`config.mk`:
```
export PLATFORM = sky130hd
export DESIGN_NAME = serial_receiver_end_flat
export DESIGN_NICKNAME = d
export VERILOG_FILES = /design/src/rtl/serial_rx_pkg.sv /design/src/rtl/serial_link_if.sv /design/src/rtl/serial_receiver_end.sv /design/src/flat_wrapper.sv
export VERILOG_INCLUDE_DIRS = /design/src /design/src/rtl
export SDC_FILE = /design/constraint.sdc
export NUM_CORES = 1
export LEC_CHECK = 0
export ABC_CLOCK_PERIOD_IN_PS = 7170
export BUFFER_PORTS_ARGS = -buffer_cell sky130_fd_sc_hd__buf_2
export CAP_MARGIN = 10
export CORE_MARGIN = 5
export CORE_UTILIZATION = 30
export DETAILED_ROUTE_END_ITERATION = 7
export PLACE_DENSITY = 0.51
export SYNTH_ARGS = -nofsm -noshare
export SYNTH_HDL_FRONTEND = slang
export SYNTH_SLANG_ARGS = --single-unit
export TNS_END_PERCENT = 5
```
`constraint.sdc`:
```
create_clock -name clk_i -period 7.17 [get_ports clk_i]
set_input_delay 1.434 -clock clk_i [delete_from_list [all_inputs] [get_ports clk_i]]
set_output_delay 1.434 -clock clk_i [all_outputs]
set_load 0.02 [all_outputs]
```
`src/rtl/serial_rx_consts.svh`:
```
// constants for the asynchronous serial receiver and its remote transmitter
// assumes a 100 MHz system clock and word-aligned register access
// Contract
// - sample line at sixteen times baud rate
// - finished character goes to two-deep FIFO
// - two held characters while third shifts
// - characters reached only through receive data
// - receive only when enabled, async, port on
// - software sets receive pin as input
// - software clears analog select on pin
// - falling edge starts character, start is zero
// - half bit later check start still low
// - false start dropped silently, await edge
// - full bit steps, majority vote, shift in
// - stop bit zero sets framing error
// - after stop push character, raise flag
// - data read returns and drops oldest
// - overrun blocks reception until cleared
// - flag set while enabled and FIFO nonempty
// - flag read-only, follows FIFO occupancy
// - request needs all three enable bits
// - flag independent of interrupt enables
`ifndef SERIAL_RX_CONSTS_SVH
`define SERIAL_RX_CONSTS_SVH

`define CLK_PERIOD_NS 10
`define OVERSAMPLE 16
`define VOTE_FIRST 4'h7
`define VOTE_MID 4'h8
`define VOTE_LAST 4'h9
`define FIFO_DEPTH 2
`define BAUD_DIV_RESET 16'h0000

`define REG_RX_STATUS 8'h00
`define REG_RX_DATA 8'h04
`define REG_BAUD_LOW 8'h08
`define REG_BAUD_HIGH 8'h0C
`define REG_TX_STATUS 8'h10
`define REG_INT_CTRL 8'h14
`define REG_PIE_ONE 8'h18
`define REG_PIR_ONE 8'h1C
`define REG_PORTC_DIR 8'h20
`define REG_ANALOG_SEL 8'h24

`define BIT_SERIAL_PORT_ENABLE 7
`define BIT_NINE_BIT_RECEIVE_SELECT 6
`define BIT_CONTINUOUS_RECEIVE_ENABLE 4
`define BIT_FRAMING_ERROR_FLAG 2
`define BIT_OVERRUN_ERROR_FLAG 1
`define BIT_NINTH_RECEIVED_BIT 0
`define BIT_SYNC 4
`define BIT_GLOBAL_IRQ_ENABLE 7
`define BIT_PERIPHERAL_IRQ_ENABLE 6
`define BIT_RECEIVE_IRQ_ENABLE 5
`define BIT_RECEIVE_IRQ_FLAG 5
`define BIT_RX_PIN 7
`define PORTC_DIR_RESET 8'hFF
`define AXI_RESP_OKAY 2'h0
`define AXI_RESP_SLVERR 2'h2

`endif

```
`src/rtl/serial_rx_pkg.sv`:
```
// types shared by both ends of the serial link
// assumes serial_rx_consts.svh for all numeric constants
package serial_rx_pkg;
	typedef enum logic [1:0] {RX_IDLE, RX_START, RX_DATA, RX_STOP} rx_state_t;
	typedef enum logic [1:0] {TX_IDLE, TX_SHIFT} tx_state_t;
	// fifo entry: framing error, ninth bit, data byte
	typedef struct packed {
		logic framing_error_flag;
		logic ninth;
		logic [7:0] data;
	} rx_entry_t;
endpackage

```
`src/rtl/serial_link_if.sv`:
```
// one-wire asynchronous serial link, idle high
// assumes the transmitter end drives the line from reset onward
`timescale 1ns/1ps
interface serial_link_if;
	logic line;
	modport transmitter (output line);
	modport receiver (input line);
endinterface // serial_link_if

```
`src/rtl/serial_receiver_end.sv`:
```
// asynchronous serial receiver with two-deep FIFO and AXI4-Lite register slave
// assumes the link line is synchronous to clk_i and one write and one read at most in flight
//
// The implementer's own choices: the AXI4-Lite register port and the address map.
`timescale 1ns/1ps
`include "serial_rx_consts.svh"
module serial_receiver_end
	import serial_rx_pkg::*;
(
	input wire logic clk_i, // system clock
	input wire logic rst_i, // synchronous reset, high
	serial_link_if.receiver link, // serial line in
	input wire logic [7:0] s_awaddr_i, // write address
	input wire logic s_awvalid_i, // write address valid
	output logic s_awready_o, // write address ready
	input wire logic [31:0] s_wdata_i, // write data
	input wire logic [3:0] s_wstrb_i, // write byte strobes
	input wire logic s_wvalid_i, // write data valid
	output logic s_wready_o, // write data ready
	output logic [1:0] s_bresp_o, // write response
	output logic s_bvalid_o, // write response valid
	input wire logic s_bready_i, // write response ready
	input wire logic [7:0] s_araddr_i, // read address
	input wire logic s_arvalid_i, // read address valid
	output logic s_arready_o, // read address ready
	output logic [31:0] s_rdata_o, // read data
	output logic [1:0] s_rresp_o, // read response
	output logic s_rvalid_o, // read data valid
	input wire logic s_rready_i, // read data ready
	output logic irq_o // receive interrupt request, level
);
	typedef struct packed {
		rx_state_t state;
		logic line_prev;
		logic [15:0] baud_cnt;
		logic [3:0] sub;
		logic [3:0] bit_idx;
		logic [1:0] votes;
		logic [8:0] shreg;
		rx_entry_t [`FIFO_DEPTH-1:0] fifo;
		logic rd_ptr;
		logic [1:0] count;
		logic overrun;
		logic serial_port_enable, nine_bit_receive_select, continuous_receive_enable, sync;
		logic global_irq_enable, peripheral_irq_enable, receive_irq_enable, pin_dir, analog;
		logic [15:0] divisor;
		logic aw_held, w_held;
		logic [7:0] awaddr;
		logic [31:0] wdata;
		logic [3:0] wstrb;
		logic bvalid, rvalid;
		logic [1:0] bresp, rresp;
		logic [31:0] rdata;
	} rx_reg_t;

	rx_reg_t s;
	rx_reg_t next_s;
	logic enabled, tick, maj, receive_irq_flag, pop, push;
	rx_entry_t top, incoming;

	function automatic logic vote3(input logic a, input logic b, input logic c);
		vote3 = (a & b) | (a & c) | (b & c);
	endfunction

	function automatic logic known_addr(input logic [7:0] a);
		known_addr = (a == `REG_RX_STATUS) | (a == `REG_RX_DATA) | (a == `REG_BAUD_LOW)
			| (a == `REG_BAUD_HIGH) | (a == `REG_TX_STATUS) | (a == `REG_INT_CTRL)
			| (a == `REG_PIE_ONE) | (a == `REG_PIR_ONE) | (a == `REG_PORTC_DIR)
			| (a == `REG_ANALOG_SEL);
	endfunction

	// the pin must be an input and digital, else the line never reaches the receiver
	assign enabled = s.continuous_receive_enable & ~s.sync & s.serial_port_enable
		& s.pin_dir & ~s.analog;
	assign tick = (s.baud_cnt == s.divisor);
	assign maj = vote3(s.votes[1], s.votes[0], link.line);
	assign top = s.fifo[s.rd_ptr];
	assign receive_irq_flag = enabled & (s.count != 2'h0);
	assign irq_o = receive_irq_flag & s.receive_irq_enable & s.peripheral_irq_enable
		& s.global_irq_enable;
	assign s_awready_o = ~s.aw_held & ~s.bvalid;
	assign s_wready_o = ~s.w_held & ~s.bvalid;
	assign s_arready_o = ~s.rvalid;
	assign s_bvalid_o = s.bvalid;
	assign s_bresp_o = s.bresp;
	assign s_rvalid_o = s.rvalid;
	assign s_rresp_o = s.rresp;
	assign s_rdata_o = s.rdata;
	assign pop = s_arvalid_i & ~s.rvalid & (s_araddr_i == `REG_RX_DATA)
		& (s.count != 2'h0);
	assign incoming.framing_error_flag = ~maj;
	assign incoming.ninth = s.nine_bit_receive_select ? s.shreg[8] : 1'b0;
	assign incoming.data = s.nine_bit_receive_select ? s.shreg[7:0] : s.shreg[8:1];
	assign push = (s.state == RX_STOP) & tick & (s.sub == `VOTE_LAST) & (s.count != 2'h2);

	always_comb begin
		logic [7:0] wa;
		logic [7:0] wb;
		wa = s_awvalid_i & ~s.aw_held ? s_awaddr_i : s.awaddr;
		wb = s_wvalid_i & ~s.w_held ? s_wdata_i[7:0] : s.wdata[7:0];
		next_s = s;
		next_s.line_prev = link.line;

		// receive state machine
		next_s.baud_cnt = tick ? 16'h0000 : s.baud_cnt + 16'h0001;
		if (tick) begin
			next_s.sub = s.sub + 4'h1;
			if (s.sub == `VOTE_FIRST || s.sub == `VOTE_MID) begin
				next_s.votes = {s.votes[0], link.line};
			end
		end
		unique case (s.state)
			RX_IDLE: begin
				// overrun keeps the receiver deaf until cleared
				if (enabled & ~s.overrun & s.line_prev & ~link.line) begin
					next_s.state = RX_START;
					next_s.baud_cnt = 16'h0000;
					next_s.sub = 4'h0;
					next_s.bit_idx = 4'h0;
				end
			end
			RX_START: begin
				if (tick && s.sub == `VOTE_LAST && maj) begin
					next_s.state = RX_IDLE;
				end else if (tick && s.sub == 4'hF) begin
					next_s.state = RX_DATA;
				end
			end
			RX_DATA: begin
				if (tick && s.sub == `VOTE_LAST) begin
					next_s.shreg = {maj, s.shreg[8:1]};
					next_s.bit_idx = s.bit_idx + 4'h1;
				end else if (tick && s.sub == 4'hF
					&& s.bit_idx == (s.nine_bit_receive_select ? 4'h9 : 4'h8)) begin
					next_s.state = RX_STOP;
				end
			end
			RX_STOP: begin
				if (tick && s.sub == `VOTE_LAST) begin
					next_s.state = RX_IDLE;
					if (s.count == 2'h2) begin
						next_s.overrun = 1'b1;
					end
				end
			end
		endcase
		if (!enabled) begin
			next_s.state = RX_IDLE;
		end

		// fifo: a push beside a pop (one entry held) lands at the old tail, the new head
		if (pop) begin
			next_s.rd_ptr = ~s.rd_ptr;
		end
		if (push) begin
			next_s.fifo[s.rd_ptr ^ s.count[0]] = incoming;
		end
		next_s.count = s.count + {1'b0, push} - {1'b0, pop};

		// write channel
		if (s_awvalid_i & ~s.aw_held & ~s.bvalid) begin
			next_s.aw_held = 1'b1;
			next_s.awaddr = s_awaddr_i;
		end
		if (s_wvalid_i & ~s.w_held & ~s.bvalid) begin
			next_s.w_held = 1'b1;
			next_s.wdata = s_wdata_i;
			next_s.wstrb = s_wstrb_i;
		end
		if ((s.aw_held | s_awvalid_i) & (s.w_held | s_wvalid_i) & ~s.bvalid) begin
			next_s.aw_held = 1'b0;
			next_s.w_held = 1'b0;
			next_s.bvalid = 1'b1;
			next_s.bresp = known_addr(wa) ? `AXI_RESP_OKAY : `AXI_RESP_SLVERR;
			if ((s.w_held ? s.wstrb[0] : s_wstrb_i[0])) begin
				unique case (wa)
					`REG_RX_STATUS: begin
						next_s.serial_port_enable = wb[`BIT_SERIAL_PORT_ENABLE];
						next_s.nine_bit_receive_select = wb[`BIT_NINE_BIT_RECEIVE_SELECT];
						next_s.continuous_receive_enable = wb[`BIT_CONTINUOUS_RECEIVE_ENABLE];
					end
					`REG_BAUD_LOW: next_s.divisor[7:0] = wb;
					`REG_BAUD_HIGH: next_s.divisor[15:8] = wb;
					`REG_TX_STATUS: next_s.sync = wb[`BIT_SYNC];
					`REG_INT_CTRL: begin
						next_s.global_irq_enable = wb[`BIT_GLOBAL_IRQ_ENABLE];
						next_s.peripheral_irq_enable = wb[`BIT_PERIPHERAL_IRQ_ENABLE];
					end
					`REG_PIE_ONE: next_s.receive_irq_enable = wb[`BIT_RECEIVE_IRQ_ENABLE];
					`REG_PORTC_DIR: next_s.pin_dir = wb[`BIT_RX_PIN];
					`REG_ANALOG_SEL: next_s.analog = wb[`BIT_RX_PIN];
					// flag register and data register ignore writes
					default: next_s.bresp = known_addr(wa) ? `AXI_RESP_OKAY : `AXI_RESP_SLVERR;
				endcase
			end
		end
		if (s.bvalid & s_bready_i) begin
			next_s.bvalid = 1'b0;
		end
		// overrun is the only flag cleared by software, and only by dropping receive enable
		if (!next_s.continuous_receive_enable) begin
			next_s.overrun = 1'b0;
		end

		// read channel
		if (s_arvalid_i & ~s.rvalid) begin
			next_s.rvalid = 1'b1;
			next_s.rresp = known_addr(s_araddr_i) ? `AXI_RESP_OKAY : `AXI_RESP_SLVERR;
			next_s.rdata = 32'h00000000;
			unique case (s_araddr_i)
				`REG_RX_STATUS: next_s.rdata[7:0] = {s.serial_port_enable,
					s.nine_bit_receive_select, 1'b0, s.continuous_receive_enable, 1'b0,
					top.framing_error_flag, s.overrun, top.ninth};
				`REG_RX_DATA: next_s.rdata[7:0] = top.data;
				`REG_BAUD_LOW: next_s.rdata[7:0] = s.divisor[7:0];
				`REG_BAUD_HIGH: next_s.rdata[7:0] = s.divisor[15:8];
				`REG_TX_STATUS: next_s.rdata[`BIT_SYNC] = s.sync;
				`REG_INT_CTRL: next_s.rdata[7:0] = {s.global_irq_enable, s.peripheral_irq_enable,
					6'h00};
				`REG_PIE_ONE: next_s.rdata[`BIT_RECEIVE_IRQ_ENABLE] = s.receive_irq_enable;
				`REG_PIR_ONE: next_s.rdata[`BIT_RECEIVE_IRQ_FLAG] = receive_irq_flag;
				`REG_PORTC_DIR: next_s.rdata[`BIT_RX_PIN] = s.pin_dir;
				`REG_ANALOG_SEL: next_s.rdata[`BIT_RX_PIN] = s.analog;
				default: next_s.rdata = 32'h00000000;
			endcase
		end
		if (s.rvalid & s_rready_i) begin
			next_s.rvalid = 1'b0;
		end
	end

	always_ff @(posedge clk_i) begin
		if (rst_i) begin
			s <= '0;
			s.state <= RX_IDLE;
			s.line_prev <= 1'b1;
			s.divisor <= `BAUD_DIV_RESET;
			s.pin_dir <= 1'b1;
			s.analog <= 1'b0;
		end else begin
			s <= next_s;
		end
	end
endmodule // serial_receiver_end

```
`src/flat_wrapper.sv`:
```
// flat-port wrapper written by rule: the top's interface ports become plain ports
module serial_receiver_end_flat import serial_rx_pkg::*;
  (clk_i, rst_i, s_awaddr_i, s_awvalid_i, s_awready_o, s_wdata_i, s_wstrb_i, s_wvalid_i, s_wready_o, s_bresp_o, s_bvalid_o, s_bready_i, s_araddr_i, s_arvalid_i, s_arready_o, s_rdata_o, s_rresp_o, s_rvalid_o, s_rready_i, irq_o, link_line);
  serial_link_if link_i ();
  input wire logic clk_i;
  input wire logic rst_i;
  input wire logic [7:0] s_awaddr_i;
  input wire logic s_awvalid_i;
  output logic s_awready_o;
  input wire logic [31:0] s_wdata_i;
  input wire logic [3:0] s_wstrb_i;
  input wire logic s_wvalid_i;
  output logic s_wready_o;
  output logic [1:0] s_bresp_o;
  output logic s_bvalid_o;
  input wire logic s_bready_i;
  input wire logic [7:0] s_araddr_i;
  input wire logic s_arvalid_i;
  output logic s_arready_o;
  output logic [31:0] s_rdata_o;
  output logic [1:0] s_rresp_o;
  output logic s_rvalid_o;
  input wire logic s_rready_i;
  output logic irq_o;
  input wire logic [$bits(link_i.line)-1:0] link_line;
  assign link_i.line = link_line;
  serial_receiver_end u_core (.clk_i(clk_i), .rst_i(rst_i), .link(link_i), .s_awaddr_i(s_awaddr_i), .s_awvalid_i(s_awvalid_i), .s_awready_o(s_awready_o), .s_wdata_i(s_wdata_i), .s_wstrb_i(s_wstrb_i), .s_wvalid_i(s_wvalid_i), .s_wready_o(s_wready_o), .s_bresp_o(s_bresp_o), .s_bvalid_o(s_bvalid_o), .s_bready_i(s_bready_i), .s_araddr_i(s_araddr_i), .s_arvalid_i(s_arvalid_i), .s_arready_o(s_arready_o), .s_rdata_o(s_rdata_o), .s_rresp_o(s_rresp_o), .s_rvalid_o(s_rvalid_o), .s_rready_i(s_rready_i), .irq_o(irq_o));
endmodule
```
# After elaboration in Yosys (flattened, before gate mapping)
# Index checks and enable logic that the tools add are counted.
# Widths: inputs -> output; s select.
[word_totals] register_bits=120 in_bits=60 word_cells=217
[op_classes] n_addsub=5 order_cmp=3 n_eq_ne=35 muxes=43 bitwise_logic=65 n_reduce_logical=29
[ops] operator="$eq 8x5->1 const B" n=8
[ops] operator="$mux 8" n=5
[ops] operator="$eq 8x4->1 const B" n=4
[ops] operator="$eq 8x6->1 const B" n=4
[ops] operator="$and 1x1->1" n=30
[ops] operator="$mux 10" n=3
[ops] operator="$reduce_and 3->1" n=10
[ops] operator="$mux 25" n=1
[ops] operator="$mux 24" n=1
[ops] operator="$mux 23" n=1
[ops] operator="$or 1x1->1" n=22
[ops] operator="$bwmux 20" n=1
[ops] operator="$mux 20" n=1
[ops] operator="$mux 2" n=9
[ops] operator="$add 16x1->16 const B" n=1
[ops] operator="$eq 16x16->1" n=1
[ops] operator="$eq 8x3->1 const B" n=2
[ops] operator="$logic_not 8->1" n=2
[ops] operator="$mux 16" n=1
[ops] operator="$pmux 4 s4" n=1
[ops] operator="$pmux 1 s5" n=3
[ops] operator="$eq 4x4->1 const B" n=3
[ops] operator="$not 1->1" n=12
[ops] operator="$demux 10 s1" n=1
[ops] operator="25 further kinds" n=53

# Logic depth before layout (Yosys ltp)
[logic_depth] ltp_word=14 depth_mapped=11 mapped_depth_nobuf=10

# Least setup slack after synthesis
# OpenSTA, ideal clock, no wires.
[synth_timing] path_type="input to register" startpoint="input port s_araddr_i[2]" endpoint="register u_core.s[111] (netlist name)" setup_time_ns=0.128 arrival_time_ns=3.115 path_slack_ns=3.928 path_stages=9 n_path_buf=1 cell_sequence="clkbuf_1 nor2b_1 nor4b_1 ha_1 inv_1 ha_1 xor2_1 xnor2_1 nor2_1"
[synth_via] elab_chain_len=4
[synth_rtl] item="start, declared" line="flat_wrapper.sv:17" source="input wire logic [7:0] s_araddr_i;"
[synth_rtl] item="$eq 8x3->1 (no source line)"
[synth_rtl] item="$and 1x1->1 (2 in series)" line="serial_receiver_end.sv:89" source="assign pop = s_arvalid_i & ~s.rvalid & (s_araddr_i == `REG_RX_DATA)"
[synth_rtl] item="net u_core.pop" line="serial_receiver_end.sv:58" source="logic enabled, tick, maj, receive_irq_flag, pop, push;"
[synth_rtl] item="$sub 2x1->2" line="serial_receiver_end.sv:158" source="next_s.count = s.count + {1'b0, push} - {1'b0, pop};"
[synth_rtl] item="end signal, assigned" line="serial_receiver_end.sv:241" source="s <= next_s;"
[synth_rtl] item="end, declared" line="serial_receiver_end.sv:56" source="rx_reg_t s;"
# The timed path passes the listed nets, and every way through them passes these cells.
# A chain may end at the register's enable or synchronous reset.

# Worst setup path after layout
[layout_timing] startpoint="input port s_awvalid_i" endpoint="register u_core.s[99] (netlist name)"
[layout_via] elab_chain_len=4 word_cells_on_any_way=7 classes_between="1 x eq/ne; 1 x mux; 4 x bitwise; 1 x reduce/logical"
[layout_rtl] item="start, declared" line="flat_wrapper.sv:8" source="input wire logic s_awvalid_i;"
[layout_rtl] item="$and 1x1->1 or $or 1x1->1 (tied branches)" line="serial_receiver_end.sv:99, serial_receiver_end.sv:170"
[layout_rtl] item="$mux 8 or $and 1x1->1 (tied branches)" line="serial_receiver_end.sv:99, serial_receiver_end.sv:170"
[layout_rtl] item="$eq 8x4->1 or $and 1x1->1 (tied branches)" line="serial_receiver_end.sv:176, serial_receiver_end.sv:170"
[layout_rtl] item="$reduce_and 3->1 (no source line) (*)"
# Every way passes the cells marked *; elsewhere a longest branch is shown, timed or not.

==> flow_metrics.py <==
metrics = {
    "worst_setup_path": {
        "rr_startpoint": "u_core.s[160]",
        "startpoint_type": "primary input",
        "critical-path-top-delay-family": "simple AND/OR/NAND/NOR gates",
        "cp_num_buf_inv": 1,
        "worstSetupPathDepth": 6,
        "path_max_fanout": 13,
        "critPathCaptureType": "register",
        "crit_required_ns": 7.52,
        "cp_slowest_cell": "nor4_4",
        "critPathLaunch": "s_awvalid_i",
        "path_cells": "buf_2 -> and2b_1 -> mux2_4 -> nor4_4 -> and2_1 -> mux2i_1",
        "r2r_cells": 5,
        "path_class": "in -> reg",
        "arrival_ns": 3.84,
        "cpPeakStageDelay_ns": 0.68,
    },
    "sta": {
        "setup_violations": 0,
        "fmax_mhz": 286,
        "slew_viol_final": 0,
        "worstMarginPinSlew_ns": 0.963,
        "finalCriticalPeriod_ns": 3.50,
        "fin_crit_sh": 0.488,
        "fin_setup_tns_ns": 0,
        "finalHoldViolCount": 0,
        "rsz0062_at_grt": "false",
        "slew-limit-headroom": 0.358,
        "fin_skew_ns": 0.00976,
    },
    "clock_network": {
        "clock-sinks": 118,
        "clkSlewWorstSetupHoldPaths_ns": 0.06,
        "clock-root-buffer": "clkbuf_16",
        "htreeDepth": 4,
        "cts_resized": 0,
        "cts_buffer_depth": 2,
        "tritoncts": "built",
        "cts_setup_buffers": 0,
        "cts_hold_buf": 0,
        "cts_buffers": 17,
        "clk-insertion-delay-late_ns": 0.42,
    },
    "drt": {
        "m1WireLength_mm": 7.91,
        "wl_mm": 15.4,
        "route.vias.total": 4910,
        "drt_iter0_markers": 345,
        "firstDrtPassIters": 4,
        "wl_met3_um": 641,
        "final_antenna_net_count": 0,
        "wl_met2_mm": 6.78,
        "wl_per_cell_um": 15.2,
        "viasPerCell": 4.85,
        "drcViolationCount": 0,
        "top_layer": "met4",
    },
    "finish": {
        "final_nets": 797,
        "diodes": 0,
        "drive_above_1_share": 0.164,
        "utilization": 0.348,
        "syn_to_final_growth_pct": 14.3,
        "final_cell_mix": "dfxtp_1 (118), nand2_1 (90), a21oi_1 (51)",
        "fin_cells": 1013,
        "design_area_um2": 7010,
        "fillerInstances": 2104,
        "final_common_cell": "dfxtp_1",
    },
    "worst_hold_path": {
        "hp-start": "u_core.s[45]",
        "min_path_cells": 2,
        "hold_class": "reg -> reg",
    },
    "grt": {
        "grt_pass1_vias": 4675,
        "grt_usage": 0.133,
        "grt_first_pass_wirelength_mm": 25.3,
        "antenna_found_initial": 0,
        "grt_max_degree": 65,
        "grt-ovfl-total": 0,
    },
    "synthesis": {
        "synth_top_family_by_area": "simple AND/OR/NAND/NOR gates",
        "synth-compound-area-share": 0.152,
        "syn_avg_cell_area_um2": 8.71,
        "yosysUniqueCellTypes": 73,
        "yosysSeqAreaShare": 0.385,
        "synth_fa_ha_area_frac": 0.0159,
        "syn-instance-count": 705,
        "synthSimpleGateAreaFrac": 0.215,
        "synth_warnings": 0,
        "synthFlopType": "dfxtp_1",
        "yosys.area.top_type": "dfxtp_1",
        "ys_ff_latch": 118,
        "netlist_area_um2": 6140,
        "synth.area.mux_share": 0.104,
        "async_reset_ff_frac": 0,
        "synth_area_leaders": "dfxtp_1 (38%), mux2i_1 (5.7%), nand2_1 (5.5%)",
        "synth_xor_area_frac": 0.0499,
        "synth-edff-count": 0,
        "yosysTopAreaCellShare": 0.385,
    },
    "power_and_ir_drop": {
        "ir_drop_uv": 139,
        "finalPower_mw": 1.72,
        "power.leakage_nw": 2.76,
        "powerDensity_nw_per_um2": 246,
    },
    "floorplanning": {
        "ioPinCount": 102,
        "core_area_um2": 20200,
        "die_h_um": 153,
        "dieArea_um2": 23400,
        "initial_core_util": 0.304,
        "die_w_um": 153,
        "rows": 52,
    },
    "placement": {
        "placed_area_um2": 6400,
        "hpwl_mm": 11.0,
        "gp_congestion": 0.784,
        "dp_cells": 981,
        "io_buffers": 48,
    },
    "flow_run": {
        "cap_violations": 0,
    },
    "outcome": {
        "outcome": "finished clean",
    },
}
## flip-flops by register name, summed over array words and instances (netlist names), named ones only
name               cells
u_core.s             105
u_core.s_rdata_o       8
u_core.s_bresp_o       1
u_core.s_bvalid_o      1
u_core.s_rresp_o       1
u_core.s_rvalid_o      1
## path summary, 6_finish.rpt
kind                                 endpoint  slack [ns]
worst max-delay path             u_core.s[99]        3.67
worst min-delay path             u_core.s[45]        0.45
worst max register to register  u_core.s[127]        4.11
worst min register to register   u_core.s[45]        0.45
## kinds of logic after synthesis
logic type,count (synthesis)
AO/OA/AOI/OAI,140
XOR/XNOR,35
adder cells (fa/ha/maj),8
buffers and inverters,81
flip-flops,118
multiplexers,57
other,1
AND/OR/NAND/NOR,265
## worst min-delay path, delay by kind of cell, from the launching register on
family          cells  cell delay, ns
flops               1            0.31
simple gates        1            0.05
compound gates      1            0.05
## metrics by stage
step           hold slack (ns)  setup slack, ns
2_1_floorplan            0.432             3.93
3_3_place_gp             0.442             3.22
3_5_place_dp             0.448             3.22
4_1_cts                  0.456             3.66
5_1_grt                  0.464             3.50
6_report                 0.454             3.67
## per-layer routing
layer,global-route usage,vias up
li1,-,2510
met1,0.193,2315
met2,0.193,81
met3,0.0370,4
met4,0.0356,0
met5,0,-
## where the power goes
group	switching, mW	internal [mW]	total (mW)	leakage [nW]
logic	0.112	0.0504	0.163	1.52
registers	0.0155	0.672	0.688	0.956
clock network	0.310	0.563	0.873	0.288
## cell usage after synthesis (3+ instances only)
library cell and count:
nand3b_1 3, nor3_1 22, o211ai_1 7, clkbuf_1 21, a31o_1 6, inv_1 11, nor3b_1 4, and3_1 5
o31ai_1 3, and4_1 4, o21ai_0 27, a22o_1 4, buf_4 38, a21oi_1 51, ha_1 7, a22oi_1 3
nor4_1 11, nor2_1 45, a211oi_2 4, a211oi_1 7, or2_2 4, and3b_1 3, or3_1 7, xnor2_1 8
xor2_1 27, mux2i_1 35, nand3_1 37, mux2_2 16, a31oi_1 5, nand4_1 5, nor2b_1 7, nand2_1 90
nand2b_1 4, mux4_2 3, buf_1 3, buf_2 6, dfxtp_1 118, and2_1 3
## area by class of cell
class | instances | area [um2] | area share
clock buffers | 20 | 457 | 0.0651
clock inverters | 12 | 153 | 0.0218
inverters | 11 | 41.3 | 0.00589
multi-input cells | 531 | 3400 | 0.485
flip-flops and latches | 118 | 2360 | 0.337
well taps | 270 | 338 | 0.0482
repair buffers | 51 | 263 | 0.0375
Power figures use the tool's default switching activity.
